`src/hdl/tesr_consts.svh`:
```
// Offsets, field positions, reset values and timing counts of the status register group
`ifndef TESR_CONSTS_SVH
`define TESR_CONSTS_SVH
// Offsets are all multiples of four, so they are register indices
`define TESR_IDX_HEAT        4'h8
`define TESR_IDX_MOTION      4'h9
`define TESR_IDX_QUEUE       4'ha
`define TESR_IDX_SOURCE      4'hb
// Byte address is four times the index
`define TESR_ADDR(idx)       {6'h00, idx, 2'h0}
// Motion flag positions
`define TESR_BIT_FLAT        7
`define TESR_BIT_ORIENT      6
`define TESR_BIT_STAP        5
`define TESR_BIT_DTAP        4
`define TESR_BIT_SLOW        3
`define TESR_BIT_SLOPE       2
`define TESR_BIT_HIGH        1
`define TESR_BIT_LOW         0
// Sample and queue flag positions
`define TESR_BIT_DRDY        7
`define TESR_BIT_QTHR        6
`define TESR_BIT_QFULL       5
// Event source fields
`define TESR_BIT_TAP_SIGN    7
`define TESR_BIT_SLOPE_SIGN  3
// Latch mode codes
`define TESR_LATCH_NONE      4'h0
`define TESR_LATCH_PERM      4'h7
`define TESR_LATCH_PERM_ALT  4'hf
// Temporary latch time and derived count
`define TESR_CLK_NS          50
`define TESR_TEMP_LATCH_NS   250000
`define TESR_TEMP_LATCH_CYC  (`TESR_TEMP_LATCH_NS / `TESR_CLK_NS)
// Reset values
`define TESR_RST_BYTE        8'h00
`endif

```
`src/hdl/tesr_pkg.sv`:
```
// Types shared by the status register group
package tesr_pkg;
  // Motion detection events, one bit per engine, msb first
  typedef struct packed {
    logic flat;
    logic orient;
    logic stap;
    logic dtap;
    logic slow;
    logic slope;
    logic high;
    logic low;
  } tesr_motion_t;
  // Sample and queue events
  typedef struct packed {
    logic drdy;
    logic qthr;
    logic qfull;
  } tesr_queue_t;
  // Sign and first axis of a tap or slope event
  typedef struct packed {
    logic sign;
    logic z;
    logic y;
    logic x;
  } tesr_src_t;
  // APB request
  typedef struct packed {
    logic        psel;
    logic        penable;
    logic        pwrite;
    logic [11:0] paddr;
    logic [31:0] pwdata;
  } tesr_apb_req_t;
endpackage

```
`src/hdl/tesr_regs.sv`:
```
// APB status register group: temperature, motion, queue and event source flags
//
// Our own choice: the APB interface to the registers.
`timescale 1ns/100ps
`include "tesr_consts.svh"

// Function
// - Temperature is 8-bit two's-complement reading
// - Code zero means 23 degrees Celsius
// - Each flag set when its engine triggers
// - Latch mode: permanent, timed or none
// - Disabled engines never raise their flags
// - Motion bits 7..4: flat, orient, taps
// - Motion bits 3..0: slow, slope, high, low
// - Queue bits 7..5: ready, threshold, full
// - Bit 7 of source: tap sign
// - Source bits 6..4: tap axes z,y,x
// - Bit 3 of source: slope sign
// - Source bits 2..0: slope axes z,y,x
module tesr_regs (
  // Clock and reset
  input  wire logic                  pclk,
  input  wire logic                  presetn,
  // APB slave
  input  wire tesr_pkg::tesr_apb_req_t apb_req,
  output logic [31:0]                prdata,
  output logic                       pready,
  output logic                       pslverr,
  // Temperature sensor sample, offset from 23 C
  input  wire logic [7:0]            heat_code,
  // Engine trigger pulses and enables
  input  wire tesr_pkg::tesr_motion_t motion_trig,
  input  wire tesr_pkg::tesr_motion_t motion_en,
  input  wire tesr_pkg::tesr_queue_t  queue_trig,
  input  wire tesr_pkg::tesr_queue_t  queue_en,
  // Tap and slope source detail, valid with their trigger
  input  wire tesr_pkg::tesr_src_t    tap_src,
  input  wire tesr_pkg::tesr_src_t    slope_src,
  // Latch mode setting from the configuration block
  input  wire logic [3:0]            latch_mode
);
  import tesr_pkg::*;

  localparam int unsigned TEMP_CYC = `TESR_TEMP_LATCH_CYC;

  // Flag and detail state
  tesr_motion_t motion_q, motion_d;   // Motion flags
  tesr_queue_t  queue_q,  queue_d;    // Queue flags
  tesr_src_t    tap_q,    tap_d;      // Tap source detail
  tesr_src_t    slope_q,  slope_d;    // Slope source detail
  logic [7:0]   heat_q;               // Sampled temperature
  logic [15:0]  hold_q,   hold_d;     // Timed latch countdown

  // Qualified trigger pulses; a disabled engine cannot raise its flag
  wire tesr_motion_t m_hit = motion_trig & motion_en;
  wire tesr_queue_t  q_hit = queue_trig & queue_en;
  wire               any_hit = (|m_hit) | (|q_hit);

  // Latch mode decode
  wire perm_mode = (latch_mode == `TESR_LATCH_PERM) || (latch_mode == `TESR_LATCH_PERM_ALT);
  wire none_mode = (latch_mode == `TESR_LATCH_NONE);
  wire hold_done = (hold_q == 16'h0000);
  // Flags outside permanent mode drop when unlatched or the timer ran out
  wire drop_all  = !perm_mode && (none_mode || hold_done);

  // APB decode; reads are zero-wait, writes are accepted and ignored
  wire        acc     = apb_req.psel && apb_req.penable;
  wire [11:0] a       = apb_req.paddr;
  wire        hit_h   = (a == `TESR_ADDR(`TESR_IDX_HEAT));
  wire        hit_m   = (a == `TESR_ADDR(`TESR_IDX_MOTION));
  wire        hit_q   = (a == `TESR_ADDR(`TESR_IDX_QUEUE));
  wire        hit_s   = (a == `TESR_ADDR(`TESR_IDX_SOURCE));
  wire        mapped  = hit_h | hit_m | hit_q | hit_s;

  // Read data selection; queue reserved bits read zero
  wire [7:0] rd_byte = hit_h ? heat_q :
                       hit_m ? motion_q :
                       hit_q ? {queue_q, 5'h00} :
                       hit_s ? {tap_q, slope_q} :
                               `TESR_RST_BYTE;

  assign pready  = 1'b1;
  assign pslverr = acc && !mapped;
  assign prdata  = {24'h000000, rd_byte};

  // Next flag state: a new event always wins over a drop
  always_comb begin
    motion_d = drop_all ? tesr_motion_t'(8'h00) : motion_q;
    queue_d  = drop_all ? tesr_queue_t'(3'h0) : queue_q;
    tap_d    = drop_all ? tesr_src_t'(4'h0) : tap_q;
    slope_d  = drop_all ? tesr_src_t'(4'h0) : slope_q;
    motion_d = motion_d | m_hit;
    queue_d  = queue_d | q_hit;
    if (m_hit.stap || m_hit.dtap) begin
      tap_d = tap_src;
    end
    if (m_hit.slope) begin
      slope_d = slope_src;
    end
    // Timer restarts on every event, otherwise counts down and holds at zero
    if (any_hit) begin
      hold_d = TEMP_CYC[15:0];
    end else if (!hold_done) begin
      hold_d = hold_q - 16'h0001;
    end else begin
      hold_d = hold_q;
    end
  end

  // Flag registers; bus writes never reach them
  always_ff @(posedge pclk or negedge presetn) begin
    if (!presetn) begin
      motion_q <= tesr_motion_t'(8'h00);
      queue_q  <= tesr_queue_t'(3'h0);
      tap_q    <= tesr_src_t'(4'h0);
      slope_q  <= tesr_src_t'(4'h0);
      hold_q   <= 16'h0000;
    end else begin
      motion_q <= motion_d;
      queue_q  <= queue_d;
      tap_q    <= tap_d;
      slope_q  <= slope_d;
      hold_q   <= hold_d;
    end
  end

  // Temperature follows the sensor every cycle
  always_ff @(posedge pclk or negedge presetn) begin
    if (!presetn) begin
      heat_q <= `TESR_RST_BYTE;
    end else begin
      heat_q <= heat_code;
    end
  end
endmodule

```
`config.mk`:
```
export PLATFORM = sky130hd
export DESIGN_NAME = tesr_regs
export DESIGN_NICKNAME = d
export VERILOG_FILES = /design/src/hdl/tesr_pkg.sv /design/src/hdl/tesr_regs.sv
export VERILOG_INCLUDE_DIRS = /design/src /design/src/hdl
export SDC_FILE = /design/constraint.sdc
export NUM_CORES = 1
export LEC_CHECK = 0
export BUFFER_PORTS_ARGS = -buffer_cell sky130_fd_sc_hd__buf_2
export CORE_AREA = 8 8 100 66
export CTS_CLUSTER_SIZE = 10
export DETAILED_ROUTE_END_ITERATION = 12
export DIE_AREA = 0 0 108 74
export GPL_ROUTABILITY_DRIVEN = 0
export PLACE_DENSITY = 0.89
export SYNTH_ARGS = -nofsm -noshare
export SYNTH_HDL_FRONTEND = slang
export SYNTH_SLANG_ARGS = --single-unit
```
`constraint.sdc`:
```
create_clock -name pclk -period 4.2 [get_ports pclk]
set_input_delay 0.21 -clock pclk [delete_from_list [all_inputs] [get_ports pclk]]
set_output_delay 0.21 -clock pclk [all_outputs]
set_load 0.01 [all_outputs]
```
; Word level (Yosys, flattened, before mapping)
; Index checks and enable logic that the tools add are counted.
[op_classes]
add_sub_neg = 1
n_eq_ne = 7
n_mux = 11
n_bitwise = 8
n_reduce_logical = 14
[ops]
columns = operator, n
row1 = $eq A12 B6 Y1 const B, 4
row2 = $mux W8, 5
row3 = $mux W16, 2
row4 = $logic_not A16 Y1, 1
row5 = $sub A16 B1 Y16 const B, 1
row6 = $mux W4, 3
row7 = $and A8 B8 Y8, 1
row8 = $or A8 B8 Y8, 1
row9 = $reduce_or A8 Y1, 1
row10 = $eq A4 B3 Y1 const B, 1
row11 = $eq A4 B4 Y1 const B, 1
row12 = $logic_not A4 Y1, 1
row13 = $or A1 B1 Y1, 4
row14 = $reduce_bool A2 Y1, 2
row15 = $and A3 B3 Y3, 1
row16 = $logic_and A1 B1 Y1, 3
row17 = $logic_or A1 B1 Y1, 3
row18 = $mux W3, 1
row19 = $or A3 B3 Y3, 1
row20 = $reduce_or A3 Y1, 1
row21 = $logic_not A1 Y1, 2
row22 = $ne A2 B2 Y1 const B, 1
[word_totals]
register_bits = 43
inputBits = 91
elab_cells = 62

; Depth between registers and ports, before layout
[logic_depth]
ltp_word = 6
ltp_mapped = 7

; Worst setup path before layout
; Ideal clock, no wire load.
[synth_timing]
path_type = register to register
from = reg hold_q[0]
to = reg hold_q[11]
arrival_ns = 1.645
required_ns = 4.122
setup_slack_ns = 2.477
path_stages_with_launch = 8
period_less_slack_ns = 1.723
path_cell_list = dfrtp_1 -> inv_1 -> ha_1 -> nor2b_1 -> and4_1 -> buf_6 -> or4_1 -> a21oi_1
[synth_via]
elab_chain_cells = 3
word_cells_on_any_way = 5
cone_classes = add/sub (1) / eq/ne (1) / mux (2) / reduce/logical (1)
[synth_lines]
columns = element, line_no
row1 = "start, declared", tesr_regs.sv:52  ; logic [15:0] hold_q, hold_d;
row2 = "start signal, assigned", tesr_regs.sv:123  ; hold_q <= hold_d;
row3 = $sub A16 B1 Y16, tesr_regs.sv:104  ; hold_d = hold_q - 16'h0001;
row4 = $mux W16, tesr_regs.sv:103  ; end else if (!hold_done) begin
row5 = $mux W16, tesr_regs.sv:101  ; if (any_hit) begin
; Several ways; a longest one is shown, not always the timed one. The select of a mux whose other input is x is not followed.
; A chain may end at the register's enable or synchronous reset.

==> impl_results.rst <==
.. list-table::
   :header-rows: 1

   * - Metric
     - Value
   * - Run status
     - completed
   * - Top-Level Pins
     - 125
   * - Max Transition Viols Final
     - 0
   * - Classification of the worst setup path
     - register to register
   * - Required time at the worst-slack endpoint
     - 4390 ps
   * - Part of the Yosys area used for sequential elements
     - between 40 and 50%
   * - Worst-margin pin slew
     - 936 ps
   * - Final Hold Fails
     - 0
   * - GRT overflow
     - 0
   * - Worst Setup SP
     - hold_q[0]$_DFFE_PN0P_
   * - Quantity of gates resized following cts
     - 0
   * - Placed wire-length estimate after detailed placement
     - between 5000 and 6000 µm
   * - Height of the die
     - around 74 µm
   * - Remaining number of nets flagged by the antenna check after routing
     - 0
   * - Multi-input gate area in the final layout
     - 1180 µm²
   * - Cell types with the largest area share after synthesis
     - dfrtp_1 (45%), buf_4 (8.1%), a22o_1 (3.6%)
   * - Number of instances in the synthesized netlist
     - 232
   * - Sequence of cells on the critical path
     - inv_1 > ha_1 > nor2b_1 > and4_1 > a31oi_4 > a22o_1
   * - Worst-skew pair later-pin latency
     - 300 ps
   * - Num CTS Buffers
     - 5
   * - Final standard cell count with taps included and fillers excluded
     - 366
   * - Post-Route Utilization
     - 53.9%
   * - Count of endpoints failing setup in the final report
     - 0
   * - Detailed-router iteration count before antenna repair
     - 4
   * - Max rail drop VDD
     - 203 µV
   * - Syn. warnings
     - 0
   * - Predominant post-synthesis flop cell
     - dfrtp_1
   * - Critical path fanouts, max
     - 10
   * - Max Cap Viol
     - 0
   * - Die Area
     - around 8000 µm²
   * - Number of DRC violations after detailed routing
     - 0
   * - Starting DRT DRC Count
     - roughly 150
   * - Core outline area
     - roughly 5200 µm²
   * - Leading cell types by count after synthesis
     - dfrtp_1 (43), buf_4 (26), nand2_1 (23)
   * - Number of clock sinks seen by CTS
     - between 40 and 50
   * - Die extent in x
     - between 100 and 150 µm
   * - Slew Limit Headroom
     - a little under two fifths
   * - Total vias in the final route
     - just over 2000
   * - Final setup skew
     - about 8.5 ps
   * - Number of enable flip-flop cells after synthesis
     - 0
   * - Register Area
     - about 1100 µm²
   * - Wire length on met3
     - 417 µm
   * - Routed length per instance
     - roughly 18 µm
   * - Critical Path End Type
     - register
   * - Power Density
     - ~340 nW/µm²
   * - Vias per cell
     - 5.61
   * - Fraction of layout cells with a size suffix above 1
     - between 30% and 40%
   * - First-pass GRT wire length
     - ~11000 µm
   * - Number of antenna diodes
     - 0
   * - Destination of the worst register-to-register timing path
     - motion_q[5]$_DFF_PN0_
   * - Register-to-Register Path Depth
     - 6
   * - Data arrival, critical path
     - roughly 2400 ps
   * - Total setup buffers inserted after CTS
     - 0
   * - Worst min-delay path class
     - input port to register
   * - Tot GR Track Use
     - 16.7%
   * - Number of instances on the worst hold path
     - 1
   * - Initial standard-cell utilization of the core
     - a little under half
   * - Number of standard-cell rows in the floorplan
     - 21
   * - Yosys top cell area share
     - around 45%
   * - Termination of the worst setup path
     - motion_q[5]$_DFF_PN0_
   * - Critical Path Slowest Stage Cell
     - and4_1
   * - Final critical path time including I/O delays and setup
     - 2230 ps
   * - Count of hold buffers inserted by post-cts repair
     - 0
   * - Yosys top cell by area
     - dfrtp_1
   * - Pin count of the biggest net entering global routing
     - 44
   * - Deepest level of the CTS H-tree
     - 2
   * - Clock slew at reported path FFs
     - about 80 ps
   * - Mean post-synth cell area
     - around 10 µm²
   * - Number of antenna violations at the first check in global routing
     - 0
   * - Cell area after technology mapping
     - about 2400 µm²
   * - Number of nets in the final layout
     - 388
   * - TNS Setup
     - 0 ps
   * - Routed wl met2
     - roughly 3300 µm
   * - Met1 wire length
     - ~2700 µm
   * - Leakage power
     - around 1.3 nW
   * - Filler cells
     - 439
   * - Input/output buffers
     - 66
   * - Highest Clock Rate
     - 449 MHz
   * - Top routing layer in use
     - met4
   * - Root buffer selected by CTS
     - clkbuf_8
   * - Maximum single-stage delay on the critical path
     - slightly below 500 ps
   * - Placed cell count
     - 358
   * - Library cell with the highest instance count after synthesis
     - dfrtp_1
   * - Area grow syn2layout
     - 17.0%
   * - Clock Path Buffers
     - 2
   * - Reg2reg setup slack
     - about 2000 ps
   * - Number of different library cells in the post-synthesis netlist
     - 48
   * - Period utilization
     - between 50 and 60%
   * - RSZ-0062 raised after global routing
     - no
   * - Critical path startpoint category
     - register
   * - Share of flip-flops with an asynchronous set or reset after synthesis
     - 100%
   * - Launching point of the worst reg2reg path
     - hold_q[0]$_DFFE_PN0P_
   * - Number of global-route vias before repair
     - around 2200
   * - Final wirelength
     - between 6000 and 7000 µm
   * - CTS tree
     - done
   * - Register bit total from synthesis
     - 43
## per-stage QoR
stage               power (mW)  cell area [µm²]  hold slack [ps]  setup slack [ps]
floorplan                0.547             2490            -85.6              2480
global placement         0.581             2690              318              2110
detailed placement       0.589             2690              319              2070
CTS                      0.964             2820             11.9              2010
global route             0.999             2820             2.08              1820
finish                   0.965             2820             12.6              1970
## sequential cells by signal, indices dropped and copies added (netlist names)
name,flops
hold_q,16
heat_q,8
motion_q,8
slope_q,4
tap_q,4
queue_q,3
## critical path: cells and delay by family, from the launching register on
kind	cells	cell delay (ps)
AO/OA/AOI/OAI	2	530
flip-flops	1	410
adder cells (fa/ha/maj)	1	220
buffers and inverters	1	110
AND/OR/NAND/NOR	2	850
## cell families (layout without fill, tap and decap cells)
group / after synthesis / after routing / synth area share, %
fa+ha+maj: 1 / 1 / 0.519
compound gates: 56 / 56 / 17.7
buf+inv: 35 / 77 / 9.82
simple gates: 81 / 81 / 19.4
mux: 14 / 14 / 7.64
other cells: 2 / 25 / 0.312
flops: 43 / 43 / 44.7
## area by class of cell
type / count / area share (%)
clock inverter: 2 / 2.13
inverter: 3 / 0.399
sequential: 43 / 38.2
clock buffer: 6 / 2.57
timing repair buffer: 66 / 11.7
tap: 69 / 3.06
multi-input combinational: 177 / 41.9
## cells in the final DEF, fill, tap and decap left out, types with 6 or more instances in the layout
master	n
a21oi_1	8
or3_1	8
conb_1	25
buf_2	66
mux2i_1	6
o21ai_1	9
nand2_1	23
a22oi_1	9
nand3_1	8
a22o_1	10
dfrtp_1	43
nor2_1	7
## per-layer routing
metal | up-vias | track usage [%]
li1 | 938 | -
met1 | 1025 | 21.5
met2 | 78 | 27.2
met3 | 13 | 3.46
met4 | 0 | 6.57
met5 | - | 0
## power by group
group          internal [mW]  total (mW)  switching [mW]  leakage [nW]
logic                 0.0575       0.131          0.0739         0.723
clock network          0.238       0.380           0.143        0.0654
registers              0.438       0.453          0.0147         0.497
## how the worst min path moves through the flow
stage,start,endpoint,slack (ps)
2_1_floorplan,presetn,heat_q[0]$_DFF_PN0_,-90
6_report,heat_code[3],heat_q[3]$_DFF_PN0_,10
4_1_cts,heat_code[5],heat_q[5]$_DFF_PN0_,10
5_1_grt,heat_code[7],heat_q[7]$_DFF_PN0_,2
3_5_place_dp,heat_code[5],heat_q[5]$_DFF_PN0_,320
3_3_place_gp,heat_code[3],heat_q[3]$_DFF_PN0_,320
(Power assumes the default switching activity.)
